===== src/serial_output_format_pkg.sv =====
// Constants shared by the serial output format configuration block.
// Assumes a 32-bit AXI4-Lite register bus; each register is one word.
//
// Functional notes
// - Hardware or software reset clears both registers
// - D0 picks lanes; D1 SDR only two-wire
// - SDR clock: D4 picks falling or rising capture
// - D6 picks MSB-first or LSB-first order
// - D7 byte-wise or bit-wise, two-wire only
// - D5 selects 0 dB or 3.5 dB gain
// - Override bit D10 lets register beat pins
// - Doubler bits double data or clock current
// - D3-D2 code sets data drive current
// - D5-D4 same coding for clock drive current
// - D10-D6 clock termination resistor enables, one bit per resistor
// - Several termination bits give resistors in parallel
package serial_output_format_pkg;

  ////////////////////////////////////////////////////////////////////////////
  // Register indices as printed; byte address is four times the index
  localparam logic [7:0] IDX_SOFT_RESET  = 8'h00;
  localparam logic [7:0] IDX_FORMAT      = 8'h0d;
  localparam logic [7:0] IDX_DRIVE       = 8'h10;
  localparam logic [7:0] IDX_STATUS      = 8'h1f;
  localparam int         ADDR_W          = 12;
  localparam int         REG_W           = 11;

  // Reset values and writable masks
  localparam logic [10:0] FORMAT_RESET   = 11'h000;
  localparam logic [10:0] DRIVE_RESET    = 11'h000;
  localparam logic [10:0] FORMAT_WMASK   = 11'h4f7;
  localparam logic [10:0] DRIVE_WMASK    = 11'h7ff;

  // Output format register fields
  localparam int FMT_TWO_WIRE  = 0;
  localparam int FMT_SDR       = 1;
  localparam int FMT_SER16     = 2;
  localparam int FMT_RISING    = 4;
  localparam int FMT_GAIN      = 5;
  localparam int FMT_LSB_FIRST = 6;
  localparam int FMT_BITWISE   = 7;
  localparam int FMT_OVERRIDE  = 10;
  localparam int PIN_W         = 8;

  // Output buffer drive register fields
  localparam int DRV_DATA_DBL  = 0;
  localparam int DRV_CLK_DBL   = 1;
  localparam int DRV_DATA_LO   = 2;
  localparam int DRV_CLK_LO    = 4;
  localparam int DRV_TERM_LO   = 6;
  localparam int TERM_N        = 5;

  // Soft reset bit and status fields
  localparam int SRST_BIT      = 10;
  localparam int STS_OVERRIDE  = 8;
  localparam int STS_LINK_SEEN = 9;

  // Nominal drive current per code, in half milliamps
  localparam logic [4:0] CUR_CODE0 = 5'h07;
  localparam logic [4:0] CUR_CODE1 = 5'h08;
  localparam logic [4:0] CUR_CODE2 = 5'h05;
  localparam logic [4:0] CUR_CODE3 = 5'h06;

  // Bus responses
  localparam logic [1:0] RESP_OKAY   = 2'h0;
  localparam logic [1:0] RESP_SLVERR = 2'h2;

endpackage


===== src/drive_cfg_if.sv =====
// Carrier between the register block and the drive current decoder.
// Assumes both ends run on the same clock.
`timescale 1ns/1ps
interface drive_cfg_if;
  logic [1:0] code;     // Nominal current code
  logic       doubler;  // Current doubling request
  logic [4:0] half_ma;  // Resulting current in half milliamps

  modport src (output code, output doubler, input half_ma);
  modport dec (input code, input doubler, output half_ma);
endinterface


===== src/link_edge_sync.sv =====
// Samples the receiver-side bit clock and reports its edges.
// Assumes the link clock is asynchronous and much slower than aclk.
`timescale 1ns/1ps
module link_edge_sync (
  input  wire logic aclk,
  input  wire logic aresetn,
  input  wire logic link_clk,
  output logic      rise,
  output logic      fall
);
  logic sync1;      // First stage, read only by sync2
  logic sync2;      // Second stage
  logic sync3;      // Delayed copy for edge finding
  logic next_sync1;
  logic next_sync2;
  logic next_sync3;

  ////////////////////////////////////////////////////////////////////////////
  // Next values of the synchroniser chain
  always_comb begin
    next_sync1 = link_clk;
    next_sync2 = sync1;
    next_sync3 = sync2;
  end

  // Registers, cleared synchronously
  always_ff @(posedge aclk) begin
    if (!aresetn) begin
      sync1 <= 1'b0;
      sync2 <= 1'b0;
      sync3 <= 1'b0;
    end else begin
      sync1 <= next_sync1;
      sync2 <= next_sync2;
      sync3 <= next_sync3;
    end
  end

  // Edge pulses come from the settled stages only
  assign rise = sync2 & ~sync3;
  assign fall = ~sync2 & sync3;
endmodule // link_edge_sync


===== src/output_drive_decode.sv =====
// Decodes an output buffer current code and doubler into half milliamps.
// Assumes code and doubler come from flip-flops on the same clock.
`timescale 1ns/1ps
module output_drive_decode
  import serial_output_format_pkg::*;
(
  drive_cfg_if.dec drv
);
  logic [4:0] nominal;  // Current before doubling

  ////////////////////////////////////////////////////////////////////////////
  // Code to nominal current, then optional doubling
  always_comb begin
    case (drv.code)
      2'h0:    nominal = CUR_CODE0;
      2'h1:    nominal = CUR_CODE1;
      2'h2:    nominal = CUR_CODE2;
      default: nominal = CUR_CODE3;
    endcase
    // Largest nominal is 4 mA, so doubled still fits five bits
    drv.half_ma = drv.doubler ? {nominal[3:0], 1'b0} : nominal;
  end
endmodule // output_drive_decode


===== src/serial_output_format_config.sv =====
// Output format and output buffer drive registers with AXI4-Lite access.
// Assumes parallel control pins and the link clock are asynchronous.
`timescale 1ns/1ps
module serial_output_format_config
  import serial_output_format_pkg::*;
(
  input  wire logic              aclk,
  input  wire logic              aresetn,
  // AXI4-Lite slave
  input  wire logic [ADDR_W-1:0] s_axi_awaddr,
  input  wire logic              s_axi_awvalid,
  output logic                   s_axi_awready,
  input  wire logic [31:0]       s_axi_wdata,
  input  wire logic [3:0]        s_axi_wstrb,
  input  wire logic              s_axi_wvalid,
  output logic                   s_axi_wready,
  output logic [1:0]             s_axi_bresp,
  output logic                   s_axi_bvalid,
  input  wire logic              s_axi_bready,
  input  wire logic [ADDR_W-1:0] s_axi_araddr,
  input  wire logic              s_axi_arvalid,
  output logic                   s_axi_arready,
  output logic [31:0]            s_axi_rdata,
  output logic [1:0]             s_axi_rresp,
  output logic                   s_axi_rvalid,
  input  wire logic              s_axi_rready,
  // Parallel control pins and receiver bit clock
  input  wire logic [PIN_W-1:0]  format_pins,
  input  wire logic              link_clk,
  // Effective serializer settings
  output logic                   two_wire,
  output logic                   sdr_bit_clock,
  output logic                   serialize_16,
  output logic                   capture_rising,
  output logic                   coarse_gain_high,
  output logic                   lsb_first,
  output logic                   bitwise_split,
  // Output buffer settings
  output logic [4:0]             data_drive_half_ma,
  output logic [4:0]             clock_drive_half_ma,
  output logic [TERM_N-1:0]      clock_term_enable
);

  ////////////////////////////////////////////////////////////////////////////
  // Declarations
  logic [10:0]       format_reg;       // Output format register
  logic [10:0]       drive_reg;        // Output buffer drive register
  logic [10:0]       next_format_reg;
  logic [10:0]       next_drive_reg;
  logic              link_seen;        // Sticky: bit clock edges observed
  logic              next_link_seen;
  logic [PIN_W-1:0]  pins_meta;        // First pin stage, read by pins_sync
  logic [PIN_W-1:0]  pins_sync;        // Second pin stage
  logic              aw_held;          // Write address captured
  logic              w_held;           // Write data captured
  logic [7:0]        aw_index;
  logic [10:0]       w_data;
  logic [1:0]        w_strb;
  logic              bvalid;
  logic [1:0]        bresp;
  logic              rvalid;
  logic [31:0]       rdata;
  logic [1:0]        rresp;
  logic              next_aw_held;
  logic              next_w_held;
  logic [7:0]        next_aw_index;
  logic [10:0]       next_w_data;
  logic [1:0]        next_w_strb;
  logic              next_bvalid;
  logic [1:0]        next_bresp;
  logic              next_rvalid;
  logic [31:0]       next_rdata;
  logic [1:0]        next_rresp;
  logic [7:0]        eff_format;       // Register or pins, per override
  logic [10:0]       wr_mask;          // Byte lanes turned into bit mask
  logic              do_write;         // Both halves of a write present
  logic              soft_reset;       // One-cycle software reset
  logic [7:0]        ar_index;
  logic              link_rise;
  logic              link_fall;
  logic [6:0]        next_fmt_out;
  logic [TERM_N-1:0] next_term;
  logic [TERM_N-1:0] term_bits;

  drive_cfg_if data_drv ();
  drive_cfg_if clock_drv ();

  ////////////////////////////////////////////////////////////////////////////
  // Pin synchroniser: two flops before any logic looks at the pins
  always_ff @(posedge aclk) begin
    if (!aresetn) begin
      pins_meta <= '0;
      pins_sync <= '0;
    end else begin
      pins_meta <= format_pins;
      pins_sync <= pins_meta;
    end
  end

  // Receiver bit clock edge finder
  link_edge_sync u_link (
    .aclk    (aclk),
    .aresetn (aresetn),
    .link_clk(link_clk),
    .rise    (link_rise),
    .fall    (link_fall)
  );

  ////////////////////////////////////////////////////////////////////////////
  // Write channel: address and data accepted in either order
  assign s_axi_awready = !aw_held && !bvalid;
  assign s_axi_wready  = !w_held && !bvalid;
  assign s_axi_bvalid  = bvalid;
  assign s_axi_bresp   = bresp;
  assign do_write      = aw_held && w_held;
  assign soft_reset    = do_write && (aw_index == IDX_SOFT_RESET)
                         && w_strb[1] && w_data[SRST_BIT];

  always_comb begin
    next_aw_held  = aw_held;
    next_w_held   = w_held;
    next_aw_index = aw_index;
    next_w_data   = w_data;
    next_w_strb   = w_strb;
    next_bvalid   = bvalid;
    next_bresp    = bresp;
    // Capture address; drop the two byte-offset bits
    if (s_axi_awvalid && s_axi_awready) begin
      next_aw_held  = 1'b1;
      next_aw_index = s_axi_awaddr[9:2];
    end
    // Capture data; only lanes 0 and 1 hold register bits
    if (s_axi_wvalid && s_axi_wready) begin
      next_w_held = 1'b1;
      next_w_data = s_axi_wdata[10:0];
      next_w_strb = s_axi_wstrb[1:0];
    end
    // Both present: perform the write and answer
    if (do_write) begin
      next_aw_held = 1'b0;
      next_w_held  = 1'b0;
      next_bvalid  = 1'b1;
      case (aw_index)
        IDX_SOFT_RESET, IDX_FORMAT, IDX_DRIVE, IDX_STATUS:
          next_bresp = RESP_OKAY;
        default:
          next_bresp = RESP_SLVERR;  // Unmapped address
      endcase
    end else if (bvalid && s_axi_bready) begin
      next_bvalid = 1'b0;
    end
  end

  ////////////////////////////////////////////////////////////////////////////
  // Configuration registers
  assign wr_mask = {{3{w_strb[1]}}, {8{w_strb[0]}}};

  always_comb begin
    next_format_reg = format_reg;
    next_drive_reg  = drive_reg;
    if (soft_reset) begin
      // Software reset clears both registers like hardware reset
      next_format_reg = FORMAT_RESET;
      next_drive_reg  = DRIVE_RESET;
    end else if (do_write && aw_index == IDX_FORMAT) begin
      // Reserved bits stay zero
      next_format_reg = (format_reg & ~(wr_mask & FORMAT_WMASK))
                      | (w_data & wr_mask & FORMAT_WMASK);
    end else if (do_write && aw_index == IDX_DRIVE) begin
      next_drive_reg = (drive_reg & ~(wr_mask & DRIVE_WMASK))
                     | (w_data & wr_mask & DRIVE_WMASK);
    end
  end

  // Sticky link activity flag; an edge wins over a clear
  always_comb begin
    next_link_seen = link_seen;
    if (soft_reset) begin
      next_link_seen = 1'b0;
    end
    if (link_rise || link_fall) begin
      next_link_seen = 1'b1;
    end
  end

  ////////////////////////////////////////////////////////////////////////////
  // Read channel: one read at a time, answer one cycle after address
  assign s_axi_arready = !rvalid;
  assign s_axi_rvalid  = rvalid;
  assign s_axi_rdata   = rdata;
  assign s_axi_rresp   = rresp;
  assign ar_index      = s_axi_araddr[9:2];

  always_comb begin
    next_rvalid = rvalid;
    next_rdata  = rdata;
    next_rresp  = rresp;
    if (s_axi_arvalid && s_axi_arready) begin
      next_rvalid = 1'b1;
      next_rresp  = RESP_OKAY;
      case (ar_index)
        IDX_FORMAT:     next_rdata = {21'h00000, format_reg};
        IDX_DRIVE:      next_rdata = {21'h00000, drive_reg};
        // Soft reset self-clears, so it always reads zero
        IDX_SOFT_RESET: next_rdata = 32'h00000000;
        IDX_STATUS:     next_rdata = {22'h00000, link_seen,
                                      format_reg[FMT_OVERRIDE], eff_format};
        default: begin
          next_rdata = 32'h00000000;
          next_rresp = RESP_SLVERR;
        end
      endcase
    end else if (rvalid && s_axi_rready) begin
      next_rvalid = 1'b0;
    end
  end

  ////////////////////////////////////////////////////////////////////////////
  // Effective format: pins rule unless the override bit is set
  assign eff_format = format_reg[FMT_OVERRIDE] ? format_reg[7:0]
                                               : pins_sync;

  // Decoded settings; dependent bits only act in their mode
  always_comb begin
    next_fmt_out[0] = eff_format[FMT_TWO_WIRE];
    next_fmt_out[1] = eff_format[FMT_TWO_WIRE]
                      & eff_format[FMT_SDR];
    next_fmt_out[2] = eff_format[FMT_SER16];
    // Capture edge only means something with an SDR clock
    next_fmt_out[3] = next_fmt_out[1] & eff_format[FMT_RISING];
    next_fmt_out[4] = eff_format[FMT_GAIN];
    next_fmt_out[5] = eff_format[FMT_LSB_FIRST];
    next_fmt_out[6] = eff_format[FMT_TWO_WIRE]
                      & eff_format[FMT_BITWISE];
  end

  // Drive current decoders share one module
  assign data_drv.code     = drive_reg[DRV_DATA_LO+1:DRV_DATA_LO];
  assign data_drv.doubler  = drive_reg[DRV_DATA_DBL];
  assign clock_drv.code    = drive_reg[DRV_CLK_LO+1:DRV_CLK_LO];
  assign clock_drv.doubler = drive_reg[DRV_CLK_DBL];

  output_drive_decode u_data_drive (
    .drv(data_drv)
  );

  output_drive_decode u_clock_drive (
    .drv(clock_drv)
  );

  // Each termination bit switches its own resistor; several in parallel
  assign term_bits = drive_reg[DRV_TERM_LO+TERM_N-1:DRV_TERM_LO];
  genvar gi;
  generate
    for (gi = 0; gi < TERM_N; gi++) begin : g_term
      assign next_term[gi] = term_bits[gi];
    end
  endgenerate

  ////////////////////////////////////////////////////////////////////////////
  // State registers; hardware reset clears everything
  always_ff @(posedge aclk) begin
    if (!aresetn) begin
      format_reg <= FORMAT_RESET;
      drive_reg  <= DRIVE_RESET;
      link_seen  <= 1'b0;
      aw_held    <= 1'b0;
      w_held     <= 1'b0;
      aw_index   <= 8'h00;
      w_data     <= 11'h000;
      w_strb     <= 2'h0;
      bvalid     <= 1'b0;
      bresp      <= RESP_OKAY;
      rvalid     <= 1'b0;
      rdata      <= 32'h00000000;
      rresp      <= RESP_OKAY;
    end else begin
      format_reg <= next_format_reg;
      drive_reg  <= next_drive_reg;
      link_seen  <= next_link_seen;
      aw_held    <= next_aw_held;
      w_held     <= next_w_held;
      aw_index   <= next_aw_index;
      w_data     <= next_w_data;
      w_strb     <= next_w_strb;
      bvalid     <= next_bvalid;
      bresp      <= next_bresp;
      rvalid     <= next_rvalid;
      rdata      <= next_rdata;
      rresp      <= next_rresp;
    end
  end

  // Output flops: settings change one cycle after their source
  always_ff @(posedge aclk) begin
    if (!aresetn) begin
      two_wire            <= 1'b0;
      sdr_bit_clock       <= 1'b0;
      serialize_16        <= 1'b0;
      capture_rising      <= 1'b0;
      coarse_gain_high    <= 1'b0;
      lsb_first           <= 1'b0;
      bitwise_split       <= 1'b0;
      data_drive_half_ma  <= CUR_CODE0;
      clock_drive_half_ma <= CUR_CODE0;
      clock_term_enable   <= '0;
    end else begin
      two_wire            <= next_fmt_out[0];
      sdr_bit_clock       <= next_fmt_out[1];
      serialize_16        <= next_fmt_out[2];
      capture_rising      <= next_fmt_out[3];
      coarse_gain_high    <= next_fmt_out[4];
      lsb_first           <= next_fmt_out[5];
      bitwise_split       <= next_fmt_out[6];
      data_drive_half_ma  <= data_drv.half_ma;
      clock_drive_half_ma <= clock_drv.half_ma;
      clock_term_enable   <= next_term;
    end
  end

endmodule // serial_output_format_config


===== config.mk =====
export PLATFORM = sky130hd
export DESIGN_NAME = serial_output_format_config
export DESIGN_NICKNAME = d
export VERILOG_FILES = /design/src/serial_output_format_pkg.sv /design/src/drive_cfg_if.sv /design/src/link_edge_sync.sv /design/src/output_drive_decode.sv /design/src/serial_output_format_config.sv
export SDC_FILE = /design/constraint.sdc
export NUM_CORES = 1
export LEC_CHECK = 0
export ABC_AREA = 1
export BUFFER_PORTS_ARGS = -buffer_cell sky130_fd_sc_hd__buf_2
export CAP_MARGIN = 10
export CELL_PAD_IN_SITES_DETAIL_PLACEMENT = 1
export CELL_PAD_IN_SITES_GLOBAL_PLACEMENT = 1
export CORE_MARGIN = 2
export CORE_UTILIZATION = 37
export CTS_BUF_LIST = sky130_fd_sc_hd__clkbuf_8
export CTS_CLUSTER_SIZE = 10
export DETAILED_ROUTE_END_ITERATION = 7
export HOLD_SLACK_MARGIN = 0.03
export PLACE_DENSITY = 0.87
export SKIP_LAST_GASP = 1
export SLEW_MARGIN = 10
export SYNTH_ARGS = -nofsm -noshare
export SYNTH_HDL_FRONTEND = slang
export SYNTH_SLANG_ARGS = --single-unit

===== constraint.sdc =====
create_clock -name aclk -period 1.4 [get_ports aclk]
set_clock_uncertainty 0.15 [all_clocks]
set_input_delay 0.28 -clock aclk [delete_from_list [all_inputs] [get_ports aclk]]
set_output_delay 0.28 -clock aclk [all_outputs]
set_load 0.01 [all_outputs]

==> results of run 1 <==
## power breakdown
group	internal, mW	switching, mW
logic	0.300	0.392
clock network	0.820	1.02
registers	2.92	0.0730
## stage by stage
step | hold slack, ps | setup WS, ps | std cells
4_1_cts | 31.5 | -24.7 | 821
3_5_place_dp | 254 | -152 | 782
2_1_floorplan | 228 | 64.8 | 578
6_report | 28.1 | -82.4 | 826
3_3_place_gp | 248 | -23.3 | 782
5_1_grt | 50.0 | -141 | 826
## worst max-delay path, delay by kind of cell (launching register included)
family                 cells  cell delay, ps
DFF                        1             390
AOI/OAI and AO/OA          1              40
buffers and inverters      2             250
and+or+nand+nor            5             530
## cell type report
cell class / instances / area [um^2] / share of cell area [%]
Clock buffer: 9 / 124 / 2.25
Clock inverter: 7 / 68.8 / 1.25
Inverter: 76 / 303 / 5.49
Multi-Input combinational cell: 356 / 1850 / 33.6
Sequential cell: 99 / 2000 / 36.3
Tap cell: 140 / 175 / 3.18
Timing Repair Buffer: 138 / 980 / 17.8
Timing Repair inverter: 1 / 7.51 / 0.136
## Yosys cell counts (all sizes together)
cell,instances
a21oi,49
and2,1
buf,40
clkbuf,7
conb,1
dfxtp,99
ha,10
inv,76
nand2,125
nand3,47
nand4,13
nor2,47
nor3,4
nor3b,1
o211ai,3
o21a,1
o21ai,29
o31ai,2
xnor2,1
## logic make-up (layout without fill, tap and decap cells)
group / after synthesis / count (layout)
flip-flops: 99 / 99
adder cells (fa/ha/maj): 10 / 10
AO/OA/AOI/OAI: 84 / 84
AND/OR/NAND/NOR: 238 / 238
other: 1 / 23
buffers and inverters: 123 / 231
XOR/XNOR: 1 / 1
## metal layers
layer,global-route usage [%],wire length [um]
met1,20.8,4840
met2,34.1,5960
met3,4.32,404
met4,5.33,130
met5,0,0
## repair_timing
action                     CTS  global route
setup buffers                5             4
cloned                       2             1
hold buffers                16             0
setup endpoints to repair   23            52
hold endpoints to repair    16             0
resized for setup           30            43
pin swaps                    7            16
## final timing paths
path	from	end	slack, ps	cells after the start
worst min register to register	pins_meta[7]$_SDFF_PN0_	pins_sync[7]$_SDFF_PN0_	270	2
worst min-delay path	s_axi_wdata[8]	w_data[8]$_SDFFE_PN0P_	30	3
worst max register to register	aw_held$_SDFFE_PP0P_	register	-80	8
worst max-delay path	aw_held$_SDFFE_PP0P_	register	-80	8
==> results by group, run 1 <==
Synth
  – Mean Syn Cell Area: approximately 7.6 um^2
  – Cells after Synth: 556
  – Seq/Total Area, Yosys: a little under half
  – Leading area contributor after synthesis: dfxtp_1
  – Post-Synthesis Cell Area: about 0.0042 mm^2
  – Post-synthesis xor/xnor area fraction: less than 1%
  – Post-Synth Adder-Cell Area: under 10%
  – Compound-cell area share of the yosys netlist: around 10%
  – Post-synth cell types: 29
  – Top cells by area, synth: dfxtp_1, nand2_1, inv_1, a21oi_1, nand3_1
  – Yosys top cell area share: between 40% and 50%
  – Main combinational cell family by area after synthesis: simple AND/OR/NAND/NOR gates
  – Post-synthesis mux area share: 0%
  – Warnings from Yosys: 0
  – Simple-gate share of the synthesized area: 25.2%
  – #FFs+latches synth: 99

Routing
  – Antenna-violating nets left: 0
  – Vias per cell: 4.68
  – Via count: 3867
  – Routed len/inst: 13.7 um
  – Pre-antenna DRT Iters: 4
  – Initial drt markers: 143
  – Final WL: 11300 um
  – DRC: 0

Status
  – Outcome: finished with violations
  – Failing checks: negative setup slack

Floorplanning
  – Die Wd: 111 um
  – Core Rows: 38
  – Num ports: 139
  – Core box area: ~0.011 mm^2
  – Chip height: roughly 110 um
  – Die footprint: 0.0123 mm^2
  – Starting Density: 38.4%

Worst setup path
  – Crit Path Max Fanout: 5
  – CP max-delay cell: dfxtp_4
  – Worst path arrival time: 1600 ps
  – Slowest cell delay on critical path: 390 ps
  – CP Cell Sequence: nand2_4 > inv_4 > nand2_2 > nor2_2 > nand2_2 > nand2_4 > clkbuf_16 > a21oi_1
  – Critical path type: register to register
  – CP Data Required Time: 1510 ps
  – Startpoint Class: register
  – CP Capture Type: register

STA
  – Hold Vio Cnt, Final: 0
  – Final max-slew violation count: 0
  – Final period util: 106%
  – Crit path time final: 1480 ps
  – PnR worst setup slack: -82.4 ps
  – Post-route setup TNS: -759 ps
  – Final count of negative-setup-slack endpoints: 23
  – RSZ-0062 raised after global routing: true
  – Fmax: approximately 670 MHz

Finish
  – P&R area growth vs syn: 30.8%
  – Layout cells sized above 1: 29.3%
  – Most frequent cells in the layout: nand2_1, dfxtp_1, buf_2
  – Final core utilization: 50.2%
  – Final Cell Area: roughly 0.0055 mm^2
  – Most common cell after layout, fill and taps aside: nand2_1
  – Final nets: 767
  – Fillers: 1378
  – ANT cells: 0

Flow run
  – Max Cap Violations: 0

Global routing
  – Gr ovfl total: 0
  – Gr usage total: 18.4%
  – Number of global-route vias before repair: between 3000 and 4000
  – Antenna violations before repair: 0
  – Global-route wire length before repair: ~18000 um
  – Largest net degree at the start of global routing: 23

CTS
  – Clock input transition at the sequential cells of the worst setup and hold paths: roughly 100 ps
  – Root buffer cell: clkbuf_8
  – H-tree Lvls: 3
  – Clock Tree Buf Depth: 2
  – Clock sink count: 99
  – TritonCTS Buffers: 9
  – TritonCTS clock tree: yes
  – Worst-Skew Late Latency: 380 ps

Power and ir drop
  – PD cells: 1000 mW/mm^2
  – Power Total: 5.53 mW
  – Leakage: 2.64 nW
  – VDD IR-drop max: 0.000531 V

Placed design
  – Gpl congestion: about 0.84
  – Dpl hpwl: 8230 um
  – Port bufs: 84
  – Placed instance area: approximately 0.0048 mm^2

Min path
  – HP Class: input pin to register
Note: power is estimated with default switching activity, not from simulation.
==> run 2: changes to the inputs <==
- ABC_AREA: 1 -> 0
- CORE_UTILIZATION: 37 -> 38
- PLACE_DENSITY: 0.87 -> 0.86
==> run 2 against run 1 <==
  * The flow still finishes with violations (negative setup slack)
  * Setup slack got worse by 330 ps
  * Global-route usage grew 5.9 points
  * Fmax decreased by 18%
  * Wire length is 44% higher
  * Via count fell by 0.96%
  * Power rose by 2.9%
  * Clock power rose by 2%
  * Final area is 7.2% higher
  * Largest cell class is now multi-input combinational cells
  * Largest power group unchanged
  * Highest routed layer unchanged
==> results by group, run 2 <==
STA
  – Final max-slew violation count: 0 (unchanged)
  – Final hold slack: 105 ps (was 28.1 ps)
  – PnR worst setup slack: -412 ps (was -82.4 ps)
  – Fmax: 552 MHz (was 675 MHz)
  – RSZ-0062 raised after global routing: true (unchanged)
  – Crit path time final: 1810 ps (was 1480 ps)
  – Final period util: 129% (was 106%)
  – Hold Vio Cnt, Final: 0 (unchanged)
  – Post-route setup TNS: -8640 ps (was -759 ps)
  – Final count of negative-setup-slack endpoints: 53 (was 23)

Routing
  – Initial drt markers: 197 (was 143)
  – Pre-antenna DRT Iters: 4 (unchanged)
  – Final WL: 16400 um (was 11300 um)
  – Routed len/inst: 22.5 um (was 13.7 um)
  – Antenna-violating nets left: 0 (unchanged)
  – Vias per cell: 5.28 (was 4.68)
  – Via count: 3830 (was 3867)
  – DRC: 0 (unchanged)

Finish
  – Most frequent cells in the layout: dfxtp_1, buf_2, nand2_1 (was nand2_1, dfxtp_1, buf_2)
  – ANT cells: 0 (unchanged)
  – Final Cell Area: 0.00591 mm^2 (was 0.00552 mm^2)
  – P&R area growth vs syn: 46.5% (was 30.8%)
  – Final nets: 671 (was 767)
  – Final core utilization: 57.3% (was 50.2%)
  – Most common cell after layout, fill and taps aside: dfxtp_1 (was nand2_1)
  – Layout cells sized above 1: 40.5% (was 29.3%)

Synth
  – Leading area contributor after synthesis: dfxtp_1 (unchanged)
  – Cells after Synth: 415 (was 556)
  – Top cells by count, synth: dfxtp_1, nand2_1, and2_1 (was nand2_1, dfxtp_1, inv_1)
  – Number of enable flip-flop cells after synthesis: 0 (unchanged)
  – #FFs+latches synth: 99 (unchanged)
  – Yosys top cell area share: 49.1% (was 47.0%)
  – Post-synth ARST share: 0% (unchanged)
  – Post-Synthesis Cell Area: 0.00404 mm^2 (was 0.00422 mm^2)
  – Warnings from Yosys: 0 (unchanged)
  – Top cells by area, synth: dfxtp_1, mux2i_1, nand2_1, and2_1, buf_4 (was dfxtp_1, nand2_1, inv_1, a21oi_1, nand3_1)
  – Most common cell in the synthesized netlist: dfxtp_1 (was nand2_1)
  – Synth Flop Type: dfxtp_1 (unchanged)
  – Seq/Total Area, Yosys: 49.1% (was 47.0%)
  – Post-synth cell types: 44 (was 29)
  – Mean Syn Cell Area: 9.73 um^2 (was 7.58 um^2)

Global routing
  – Antenna violations before repair: 0 (unchanged)
  – Gr ovfl total: 0 (unchanged)
  – Gr usage total: 24.3% (was 18.4%)
  – Largest net degree at the start of global routing: 34 (was 23)
  – Global-route wire length before repair: 21000 um (was 18400 um)
  – Number of global-route vias before repair: 3976 (was 3956)

Power and ir drop
  – Power Total: 5.69 mW (was 5.53 mW)
  – VDD IR-drop max: 0.000533 V (was 0.000531 V)
  – PD cells: 962 mW/mm^2 (was 1000 mW/mm^2)
  – Leakage: 2.65 nW (was 2.64 nW)

Floorplanning
  – Starting Density: 39.1% (was 38.4%)
  – Core Rows: 37 (was 38)
  – Die Wd: 107 um (was 111 um)
  – Core box area: 0.0103 mm^2 (was 0.0110 mm^2)
  – Die footprint: 0.0115 mm^2 (was 0.0123 mm^2)
  – Chip height: 107 um (was 111 um)
  – Num ports: 139 (unchanged)

Min path
  – HP Class: input pin to register (unchanged)
  – Hold path depth: 3 (unchanged)

Placed design
  – Gpl congestion: 0.808 (was 0.837)
  – Port bufs: 84 (unchanged)
  – Placed instance area: 0.00481 mm^2 (was 0.00484 mm^2)
  – Dpl hpwl: 8000 um (was 8230 um)

Worst setup path
  – Worst path arrival time: 1940 ps (was 1600 ps)
  – Crit Path Max Fanout: 3 (was 5)
  – R2R cell count: 6 (was 8)
  – Startpoint Class: register (unchanged)
  – CP Capture Type: register (unchanged)
  – CP Data Required Time: 1530 ps (was 1510 ps)
  – Critical path type: register to register (unchanged)
  – Flop2flop setup slack: -410 ps (was -80 ps)

Status
  – Outcome: finished with violations (unchanged)
  – Failing checks: negative setup slack (unchanged)

CTS
  – Clock sink count: 99 (unchanged)
  – Clock Tree Buf Depth: 2 (unchanged)
  – TritonCTS clock tree: yes (unchanged)
  – Worst-Skew Late Latency: 400 ps (was 380 ps)
  – TritonCTS Buffers: 9 (unchanged)
  – H-tree Lvls: 3 (unchanged)
  – Clock input transition at the sequential cells of the worst setup and hold paths: 110 ps (was 100 ps)
  – Root buffer cell: clkbuf_8 (unchanged)

Flow run
  – Max Cap Violations: 0 (unchanged)
==> run 2: power by group <==
group	switching (mW)	leakage (nW)	internal [mW]
logic	0.424	1.74	0.405
registers	0.0872	0.811	2.90
clock network	1.18	0.0986	0.697
total	1.69	2.65	4.00
==> run 2: cells by family (layout without fill, tap and decap cells) <==
group / Yosys count / count (layout) / synth area share [%]
DFF: 99 / 99 / 49.1
other: 1 / 23 / 0.0929
and+or+nand+nor: 163 / 163 / 21.2
muxes: 30 / 30 / 7.56
xor gates and xnor gates: 3 / 3 / 0.651
buffers and inverters: 50 / 203 / 7.34
AOI/OAI and AO/OA: 59 / 59 / 11.0
adders and majority gates: 10 / 10 / 3.10
==> run 2: final cells by class <==
| cell class | count | area [um^2] |
|---|---|---|
| clock buffers | 9 | 124 |
| clock inverters | 7 | 66.3 |
| fillers | 1151 | 4410 |
| inverters | 9 | 33.8 |
| multi-input cells | 288 | 2200 |
| flip-flops and latches | 99 | 2000 |
| well taps | 136 | 170 |
| repair buffers | 178 | 1320 |
==> run 2: final timing paths <==
check,start,to
hold reg to reg,pins_meta[3]$_SDFF_PN0_,pins_sync[3]$_SDFF_PN0_
hold / removal,s_axi_bready,s_axi_bvalid$_SDFFE_PN0P_
setup / recovery,aw_index[3]$_SDFFE_PN0P_,link_seen$_SDFFE_PN0P_
setup reg to reg,aw_index[3]$_SDFFE_PN0P_,link_seen$_SDFFE_PN0P_
==> run 2: stage by stage <==
stage | cells | setup WS (ps)
global route | 726 | -485
CTS | 717 | -270
floorplan | 437 | -78.2
finish | 726 | -412
global placement | 657 | -146
detailed placement | 657 | -246
==> run 2: critical path: stages, from the launching register on <==
cell and delay, ps:
dfxtp_2 370, nor4_4 340, buf_4 200, nand4_1 180
buf_4 210, a21oi_2 170, nor2b_1 80
==> run 2: timing repair <==
| item | in CTS | in global routing |
|---|---|---|
| endpoints found under the hold margin | 31 | 0 |
| resized for setup | 34 | 84 |
| setup endpoints to repair | 45 | 59 |
| gates cloned | 0 | 1 |
| hold buffers | 32 | 0 |
| setup buffers | 13 | 9 |
| pin swaps | 14 | 34 |
==> run 2: per-layer routing <==
layer	vias up	GRT usage [%]	share of wire, %
li1	1684	-	-
met1	1871	26.0	37
met2	193	44.3	51
met3	82	3.28	5.2
met4	0	15.9	6.3
met5	-	0	0
